$ cat src/inc/cpu_flags_pkg.sv
// constants for the cpu flag and working register pointer block
`default_nettype none
package cpu_flags_pkg;
  // register file addresses of the system registers held here
  localparam logic [7:0] ADDR_PRIORITY = 8'he6;
  localparam logic [7:0] ADDR_STATUS_FLAGS = 8'he7;
  localparam logic [7:0] ADDR_POINTER_A = 8'he8;
  localparam logic [7:0] ADDR_POINTER_B = 8'he9;
  // first and last address of group d, reachable only by pointers
  localparam logic [7:0] ADDR_GROUP_D_LO = 8'hd0;
  localparam logic [7:0] ADDR_GROUP_D_HI = 8'hdf;
  // status flag bit positions
  localparam int FLAG_C = 7;
  localparam int FLAG_Z = 6;
  localparam int FLAG_S = 5;
  localparam int FLAG_V = 4;
  localparam int FLAG_DA = 3;
  localparam int FLAG_H = 2;
  localparam int FLAG_RSV = 1;
  localparam int FLAG_DP = 0;
  // reset values
  localparam logic [7:0] STATUS_FLAGS_RST = 8'h00;
  localparam logic [2:0] PRIORITY_RST = 3'h7;
  localparam logic [4:0] BLOCK_RST = 5'h00;
  // pointer register field positions
  localparam int PTR_BLOCK_LSB = 3;
  localparam int PTR_MODE_BIT = 2;
  // saved flag copies in nested mode
  localparam int FLAG_SAVE_DEPTH = 7;
  // flag operations requested by the instruction decoder
  typedef enum logic [3:0] {
    FOP_NONE, FOP_ARITH, FOP_LOGIC, FOP_CARRY_SET, FOP_CARRY_CLR,
    FOP_CARRY_CPL, FOP_SDM, FOP_SPM
  } flag_op_e;
  // working register pointer instructions
  typedef enum logic [1:0] {
    PTR_NONE, PTR_SINGLE, PTR_TWIN_A, PTR_TWIN_B
  } ptr_op_e;
endpackage
`default_nettype wire

$ cat src/design/cpu_flags_and_working_reg_pointers.sv
// status flags, current priority level and working register pointers
// Summary of operation
// - three bit priority level, 000 highest
// - compare request level against current level
// - preempted level saved in nested controller
// - flags pushed on entry, restored on return
// - flags reset zero, fixed bit order
// - carry from bit 7 or 15
// - set, clear, complement carry only
// - zero flag when result is zero
// - sign flag copies result top bit
// - overflow on signed range exceeded
// - decimal flag records add or subtract
// - half carry from bit 3 bytes
// - select data or program space flag
// - register file seen as 32 blocks
// - pointer instructions set mode and block
// - single mode ignores block low bit
// - single or twin working register mapping
// - group d not directly addressable
// - pointer a block, mode, zero bits
// - mode bit set twin, cleared single
// - pointer b holds upper eight block
`default_nettype none
module cpu_flags_and_working_reg_pointers
  import cpu_flags_pkg::*;
#(
  parameter int SAVE_DEPTH = FLAG_SAVE_DEPTH
) (
  input wire logic i_mclk,
  input wire logic i_rst,
  // register file access port
  input wire logic i_reg_wr,
  input wire logic i_reg_rd,
  input wire logic [7:0] i_reg_addr,
  input wire logic i_reg_direct,
  input wire logic [7:0] i_reg_wdata,
  output logic [7:0] o_reg_rdata,
  output logic o_reg_denied,
  // flag update from the alu
  input wire flag_op_e i_flag_op,
  input wire logic i_word_op,
  input wire logic i_is_sub,
  input wire logic i_bcd_op,
  input wire logic [15:0] i_result,
  input wire logic i_carry,
  input wire logic i_half_carry,
  input wire logic i_overflow,
  // pointer instructions
  input wire ptr_op_e i_ptr_op,
  input wire logic [4:0] i_ptr_block,
  // working register translation
  input wire logic [3:0] i_work_index,
  output logic [7:0] o_work_addr,
  // interrupt entry and return
  input wire logic i_irq_req,
  input wire logic [2:0] i_irq_level,
  input wire logic i_nested_mode,
  input wire logic i_irq_enter,
  input wire logic i_irq_return,
  input wire logic i_cpl_hw_wr,
  input wire logic [2:0] i_cpl_hw_data,
  output logic o_irq_preempt,
  output logic o_irq_pending,
  output logic [2:0] o_cpl,
  output logic [2:0] o_saved_cpl,
  output logic [7:0] o_status_flags,
  output logic o_data_space,
  output logic o_save_full
);
  // =====================================================
  // state
  // depth below one or above fifteen is refused
  if (SAVE_DEPTH < 1 || SAVE_DEPTH > 15) begin : g_depth_chk
    $error("SAVE_DEPTH out of range");
  end
  logic [7:0] flags_q;  // status flag register
  logic [2:0] cpl_q;  // current priority level
  logic [4:0] block_a_q;  // pointer a block number
  logic [4:0] block_b_q;  // pointer b block number
  logic twin_q;  // pointer mode select
  logic [7:0] rdata_q;  // read data register
  logic denied_q;  // direct group d access refused
  logic preempt_q;  // request allowed through
  logic pending_q;  // request left pending
  logic [7:0] work_addr_q;  // translated address
  logic [2:0] saved_cpl_q;  // last saved level
  logic [7:0] top_flags;  // flags at stack top
  logic [2:0] top_level;  // level at stack top
  logic stk_empty;  // no saved copy
  logic stk_full;  // saved copies all used
  logic [7:0] map_addr;  // combinational translation
  logic group_d;  // address is in group d
  logic wr_ok;  // register write accepted
  logic push_ok;  // interrupt entry accepted
  logic pop_ok;  // interrupt return accepted

  assign group_d = (i_reg_addr >= ADDR_GROUP_D_LO) &&
                   (i_reg_addr <= ADDR_GROUP_D_HI);
  assign wr_ok = i_reg_wr && !(i_reg_direct && group_d);
  assign push_ok = i_irq_enter && !stk_full;
  assign pop_ok = i_irq_return && !stk_empty;

  // =====================================================
  // saved flags and levels
  flag_save_stack #(
    .DEPTH(SAVE_DEPTH)
  ) u_stack (
    .i_mclk(i_mclk),
    .i_rst(i_rst),
    .i_push(push_ok),
    .i_push_flags(flags_q),
    .i_push_level(cpl_q),
    .i_pop(i_irq_return),
    .o_top_flags(top_flags),
    .o_top_level(top_level),
    .o_empty(stk_empty),
    .o_full(stk_full)
  );

  // =====================================================
  // working register mapping
  working_reg_map u_map (
    .i_block_a(block_a_q),
    .i_block_b(block_b_q),
    .i_twin_mode(twin_q),
    .i_index(i_work_index),
    .o_addr(map_addr)
  );

  // =====================================================
  // status flags
  // priority: interrupt return, then register write, then alu op
  always_ff @(posedge i_mclk) begin
    if (i_rst) begin
      flags_q <= STATUS_FLAGS_RST;
    end else if (pop_ok) begin
      flags_q <= top_flags;
      flags_q[FLAG_RSV] <= 1'b0;
    end else if (wr_ok && i_reg_addr == ADDR_STATUS_FLAGS) begin
      flags_q <= i_reg_wdata;
      flags_q[FLAG_RSV] <= 1'b0;
    end else begin
      unique case (i_flag_op)
        FOP_ARITH: begin
          flags_q[FLAG_C] <= i_carry;
          flags_q[FLAG_Z] <= i_word_op ? (i_result == 16'h0000)
                                       : (i_result[7:0] == 8'h00);
          flags_q[FLAG_S] <= i_word_op ? i_result[15]
                                       : i_result[7];
          flags_q[FLAG_V] <= i_overflow;
          if (i_bcd_op) begin
            flags_q[FLAG_DA] <= i_is_sub;
            if (!i_word_op) begin
              flags_q[FLAG_H] <= i_half_carry;
            end
          end
        end
        FOP_LOGIC: begin
          // logical, inc/dec and test leave carry alone
          flags_q[FLAG_Z] <= i_word_op ? (i_result == 16'h0000)
                                       : (i_result[7:0] == 8'h00);
          flags_q[FLAG_S] <= i_word_op ? i_result[15]
                                       : i_result[7];
          flags_q[FLAG_V] <= i_overflow;
        end
        FOP_CARRY_SET: flags_q[FLAG_C] <= 1'b1;
        FOP_CARRY_CLR: flags_q[FLAG_C] <= 1'b0;
        FOP_CARRY_CPL: flags_q[FLAG_C] <= ~flags_q[FLAG_C];
        FOP_SDM: flags_q[FLAG_DP] <= 1'b1;
        FOP_SPM: flags_q[FLAG_DP] <= 1'b0;
        default: ;  // no flag change
      endcase
    end
  end

  // =====================================================
  // current priority level
  always_ff @(posedge i_mclk) begin
    if (i_rst) begin
      cpl_q <= PRIORITY_RST;
    end else if (pop_ok) begin
      cpl_q <= top_level;
    end else if (push_ok) begin
      cpl_q <= i_irq_level;
    end else if (i_cpl_hw_wr) begin
      cpl_q <= i_cpl_hw_data;
    end else if (wr_ok && i_reg_addr == ADDR_PRIORITY) begin
      cpl_q <= i_reg_wdata[2:0];
    end
  end

  // saved level seen by the nested controller
  always_ff @(posedge i_mclk) begin
    if (i_rst) begin
      saved_cpl_q <= PRIORITY_RST;
    end else if (push_ok && i_nested_mode) begin
      saved_cpl_q <= cpl_q;
    end else if (pop_ok) begin
      saved_cpl_q <= top_level;
    end
  end

  // =====================================================
  // request arbitration against the current level
  always_ff @(posedge i_mclk) begin
    if (i_rst) begin
      preempt_q <= 1'b0;
      pending_q <= 1'b0;
    end else begin
      preempt_q <= i_irq_req && (i_irq_level < cpl_q);
      pending_q <= i_irq_req && (i_irq_level >= cpl_q);
    end
  end

  // =====================================================
  // pointer registers
  always_ff @(posedge i_mclk) begin
    if (i_rst) begin
      block_a_q <= BLOCK_RST;
      block_b_q <= BLOCK_RST;
      twin_q <= 1'b0;
    end else begin
      unique case (i_ptr_op)
        PTR_SINGLE: begin
          block_a_q <= i_ptr_block;
          twin_q <= 1'b0;
        end
        PTR_TWIN_A: begin
          block_a_q <= i_ptr_block;
          twin_q <= 1'b1;
        end
        PTR_TWIN_B: begin
          block_b_q <= i_ptr_block;
          twin_q <= 1'b1;
        end
        default: begin
          if (wr_ok && i_reg_addr == ADDR_POINTER_A) begin
            block_a_q <= i_reg_wdata[7:PTR_BLOCK_LSB];
            twin_q <= i_reg_wdata[PTR_MODE_BIT];
          end else if (wr_ok && i_reg_addr == ADDR_POINTER_B) begin
            block_b_q <= i_reg_wdata[7:PTR_BLOCK_LSB];
          end
        end
      endcase
    end
  end

  // =====================================================
  // register reads and refusal
  always_ff @(posedge i_mclk) begin
    if (i_rst) begin
      rdata_q <= 8'h00;
      denied_q <= 1'b0;
    end else begin
      denied_q <= (i_reg_wr || i_reg_rd) && i_reg_direct && group_d;
      if (i_reg_rd) begin
        unique case (i_reg_addr)
          ADDR_STATUS_FLAGS: rdata_q <= flags_q;
          ADDR_PRIORITY: rdata_q <= {5'h00, cpl_q};
          ADDR_POINTER_A: rdata_q <= {block_a_q, twin_q, 2'b00};
          ADDR_POINTER_B: rdata_q <= {block_b_q, twin_q, 2'b00};
          default: rdata_q <= 8'h00;
        endcase
      end
    end
  end

  // registered translated address
  always_ff @(posedge i_mclk) begin
    if (i_rst) begin
      work_addr_q <= 8'h00;
    end else begin
      work_addr_q <= map_addr;
    end
  end

  // =====================================================
  // outputs
  assign o_reg_rdata = rdata_q;
  assign o_reg_denied = denied_q;
  assign o_work_addr = work_addr_q;
  assign o_irq_preempt = preempt_q;
  assign o_irq_pending = pending_q;
  assign o_cpl = cpl_q;
  assign o_saved_cpl = saved_cpl_q;
  assign o_status_flags = flags_q;
  assign o_data_space = flags_q[FLAG_DP];
  assign o_save_full = stk_full;
endmodule
`default_nettype wire

$ cat src/design/flag_save_stack.sv
// storage for status flag copies saved on interrupt entry
`default_nettype none
module flag_save_stack
  import cpu_flags_pkg::*;
#(
  parameter int DEPTH = FLAG_SAVE_DEPTH
) (
  input wire logic i_mclk,
  input wire logic i_rst,
  input wire logic i_push,
  input wire logic [7:0] i_push_flags,
  input wire logic [2:0] i_push_level,
  input wire logic i_pop,
  output logic [7:0] o_top_flags,
  output logic [2:0] o_top_level,
  output logic o_empty,
  output logic o_full
);
  // =====================================================
  // storage
  localparam int PW = $clog2(DEPTH + 1);
  // depth of zero leaves no room for a single copy
  if (DEPTH < 1) begin : g_depth_chk
    $error("flag_save_stack depth must be at least one");
  end
  logic [7:0] flags_mem [DEPTH];  // saved flags
  logic [2:0] level_mem [DEPTH];  // saved priority levels
  logic [PW-1:0] count_q;  // number of saved copies
  // push and pop bookkeeping
  always_ff @(posedge i_mclk) begin
    if (i_rst) begin
      count_q <= '0;
    end else if (i_push && !o_full) begin
      count_q <= count_q + PW'(1);
    end else if (i_pop && !o_empty) begin
      count_q <= count_q - PW'(1);
    end
  end
  // write the new top entry
  always_ff @(posedge i_mclk) begin
    if (i_push && !o_full) begin
      flags_mem[count_q] <= i_push_flags;
      level_mem[count_q] <= i_push_level;
    end
  end
  assign o_empty = (count_q == '0);
  assign o_full = (count_q == PW'(DEPTH));
  // top of stack; flags zero and level at reset value when empty
  assign o_top_flags = o_empty ? 8'h00 : flags_mem[count_q - PW'(1)];
  assign o_top_level = o_empty ? PRIORITY_RST : level_mem[count_q - PW'(1)];
endmodule
`default_nettype wire

$ cat src/design/working_reg_map.sv
// maps working register index onto a register file address
`default_nettype none
module working_reg_map
  import cpu_flags_pkg::*;
(
  input wire logic [4:0] i_block_a,
  input wire logic [4:0] i_block_b,
  input wire logic i_twin_mode,
  input wire logic [3:0] i_index,
  output logic [7:0] o_addr
);
  // =====================================================
  // address formation
  always_comb begin
    if (!i_twin_mode) begin
      // even block then 16 registers, low block bit dropped
      o_addr = {i_block_a[4:1], i_index};
    end else if (!i_index[3]) begin
      o_addr = {i_block_a, i_index[2:0]};
    end else begin
      o_addr = {i_block_b, i_index[2:0]};
    end
  end
endmodule
`default_nettype wire

$ cat config.mk
export PLATFORM = sky130hd
export DESIGN_NAME = cpu_flags_and_working_reg_pointers
export DESIGN_NICKNAME = d
export VERILOG_FILES = /design/src/inc/cpu_flags_pkg.sv /design/src/design/cpu_flags_and_working_reg_pointers.sv /design/src/design/flag_save_stack.sv /design/src/design/working_reg_map.sv
export SDC_FILE = /design/constraint.sdc
export NUM_CORES = 1
export LEC_CHECK = 0
export ABC_AREA = 1
export CAP_MARGIN = 20
export CORE_MARGIN = 2
export CORE_UTILIZATION = 55
export DETAILED_ROUTE_END_ITERATION = 16
export DONT_BUFFER_PORTS = 1
export PLACE_DENSITY = 0.66
export SLEW_MARGIN = 15
export SYNTH_ARGS = -nofsm -noshare
export SYNTH_HDL_FRONTEND = slang
export SYNTH_HIERARCHICAL = 1
export SYNTH_SLANG_ARGS = --single-unit
$ cat constraint.sdc
create_clock -name i_mclk -period 6.8 [get_ports i_mclk]
set_input_delay 1.02 -clock i_mclk [delete_from_list [all_inputs] [get_ports i_mclk]]
set_output_delay 1.02 -clock i_mclk [all_outputs]
set_load 0.02 [all_outputs]
==> metrics.txt <==
DR pass1 iterations 6; min Tclk post-route roughly 3500 ps; YS warnings 6; Cells after Synth 735; largest net degree at the start of global routing 38; post-route cell area ~6600 sq um; Syn Nets 815; Worst Hold Margin 535 ps; Worst-Margin Slew approximately 1100 ps; # setup viols final 0; die width between 100 and 150 um; CP dominant cell by count nand2_1; H-tree levels 4; Port Buffers 0; routability congestion estimate ~0.90; Starting Density 0.558; CORE AREA between 10,000 and 15,000 sq um; starting DRC count in detailed routing around 380; power density cells 322 nW/um^2; max-cap violations 0; slowest CP cell ha_1; Tot GR Track Use 0.264; crit path max fanout 37; DRC viols 0; post-DP HPWL between 10,000 and 15,000 um; Total Power roughly 2.1 mW; I/O Pins around 100; FF-to-FF Start u_stack/count_q[0]; mean post-synth cell area slightly above 8 sq um; Hold-fix buffers, CTS 0; vias in the first global route 4,593; Ant. Diodes 0; Crit path buffers/inverters 3; Final Cycle Share 0.508; unrepaired setup endpoints after global routing false; Worst Skew around 6.5 ps; TritonCTS clock tree done; area delta synth->final 11.0%; grt ovf 0; Tightest Hold Check Type flip-flop to flip-flop; Num CTS Buffers 17; worst skew pair latency 520 ps; via count 4,851; Worst Path Required approximately 7200 ps; Max Root-Sink Buffers 2; maximum vdd ir drop about 170 uV; via/cell ratio around 5.5; setup bufs post-CTS 0; Arr. time, crit path ~3800 ps; Slew HR 0.278; final slew viol count 0; WL/cell between 15 and 20 um; worst-path cell chain buf_4 > inv_2 > ha_1 > clkinv_1 > o211ai_1 > nand2_1 > nand2_1 > nand3_1 > nand2_1 > o21ai_0 > o21ai_1 > nand3_1; initial antenna violation count 0; Placement Rows 38; CP endpoint kind flip-flop; Startpoint Class flip-flop; Setup CP Type flip-flop to flip-flop; clk slew on worst S/H paths approximately 60 ps; DRT Wirelength 14,600 um; die height 108 um; CP peak stage delay about 700 ps; Max Fclk roughly 290 MHz; die footprint between 10,000 and 15,000 sq um; share of cells above drive strength 1 0.0969; Root Buffer clkbuf_8; Worst Setup SP u_stack/count_q[0]; Detail Route Antenna Nets 0; Leak between 2 and 3 nW; worst hold start block_b_q[0]; Hold Fails Final Rpt 0; Final TNS setup 0 ps; Post-DP Area around 6000 sq um; first-pass GRT wire length roughly 23,000 um; post-cts repair resize count 0; Final Util 0.619; clk sinks 116; cell family with most CP delay buffers and inverters; status completed; Synth Cell Area 5970 sq um; nets between 800 and 900
## flip-flops by register name, indices dropped and copies added (netlist names)
signal / flops
block_a_q: 5
u_stack/level_mem: 21
block_b_q: 5
o_reg_rdata: 8
twin_q: 1
o_status_flags: 7
u_stack/count_q: 3
o_work_addr: 8
u_stack/flags_mem: 49
o_saved_cpl: 3
o_irq_preempt: 1
o_cpl: 3
o_irq_pending: 1
o_reg_denied: 1
## worst paths after layout
kind / end / slack [ps] / depth (start not counted)
setup reg to reg: o_cpl[0] / 3340 / 12
setup / recovery: o_cpl[0] / 3340 / 12
hold / removal: block_b_q[0] / 530 / 2
hold reg to reg: block_b_q[0] / 530 / 2
## layout by cell type (no fill, tap or decap), types with 6 or more instances in the layout
master	instances
a21oi_1	36
clkbuf_16	19
clkbuf_8	6
dfxtp_1	46
edfxtp_1	70
ha_1	11
inv_1	72
nand2_1	225
nand2_2	8
nand3_1	65
nand4_1	6
nor2_1	77
o21ai_0	34
o21ai_1	6
## where the power goes
| part | total [mW] | switching (mW) | internal (mW) |
|---|---|---|---|
| clock network | 0.898 | 0.299 | 0.598 |
| logic | 0.340 | 0.233 | 0.107 |
| registers | 0.895 | 0.0805 | 0.814 |
| total | 2.13 | 0.613 | 1.52 |
## metrics by stage
stage               cells  setup slack [ps]
finish                883              3340
global route          883              2960
CTS                   883              3390
detailed placement    851              3440
global placement      851              3550
floorplan             735              4110
## worst min-delay path, stage by stage (launching register included)
cell	delay [ps]
dfxtp_1	360
a21oi_1	60
nor2_1	90
## layout make-up
| cell class | count | area (sq um) |
|---|---|---|
| Fill cell | 935 | 4080 |
| Sequential cell | 116 | 3020 |
| Multi-Input combinational cell | 512 | 2470 |
| Clock buffer | 27 | 566 |
| Inverter | 78 | 298 |
| Tap cell | 140 | 175 |
| Clock inverter | 5 | 52.6 |
| Timing Repair Buffer | 5 | 37.5 |
## routing by layer
| layer | vias up | global-route usage | share of wire |
|---|---|---|---|
| li1 | 2390 | - | - |
| met1 | 2260 | 0.316 | 0.42 |
| met2 | 170 | 0.442 | 0.49 |
| met5 | - | 0 | 0 |
| met4 | 0 | 0.118 | 0.027 |
| met3 | 31 | 0.0778 | 0.068 |
No activity file was read; power rests on OpenSTA's default activity.
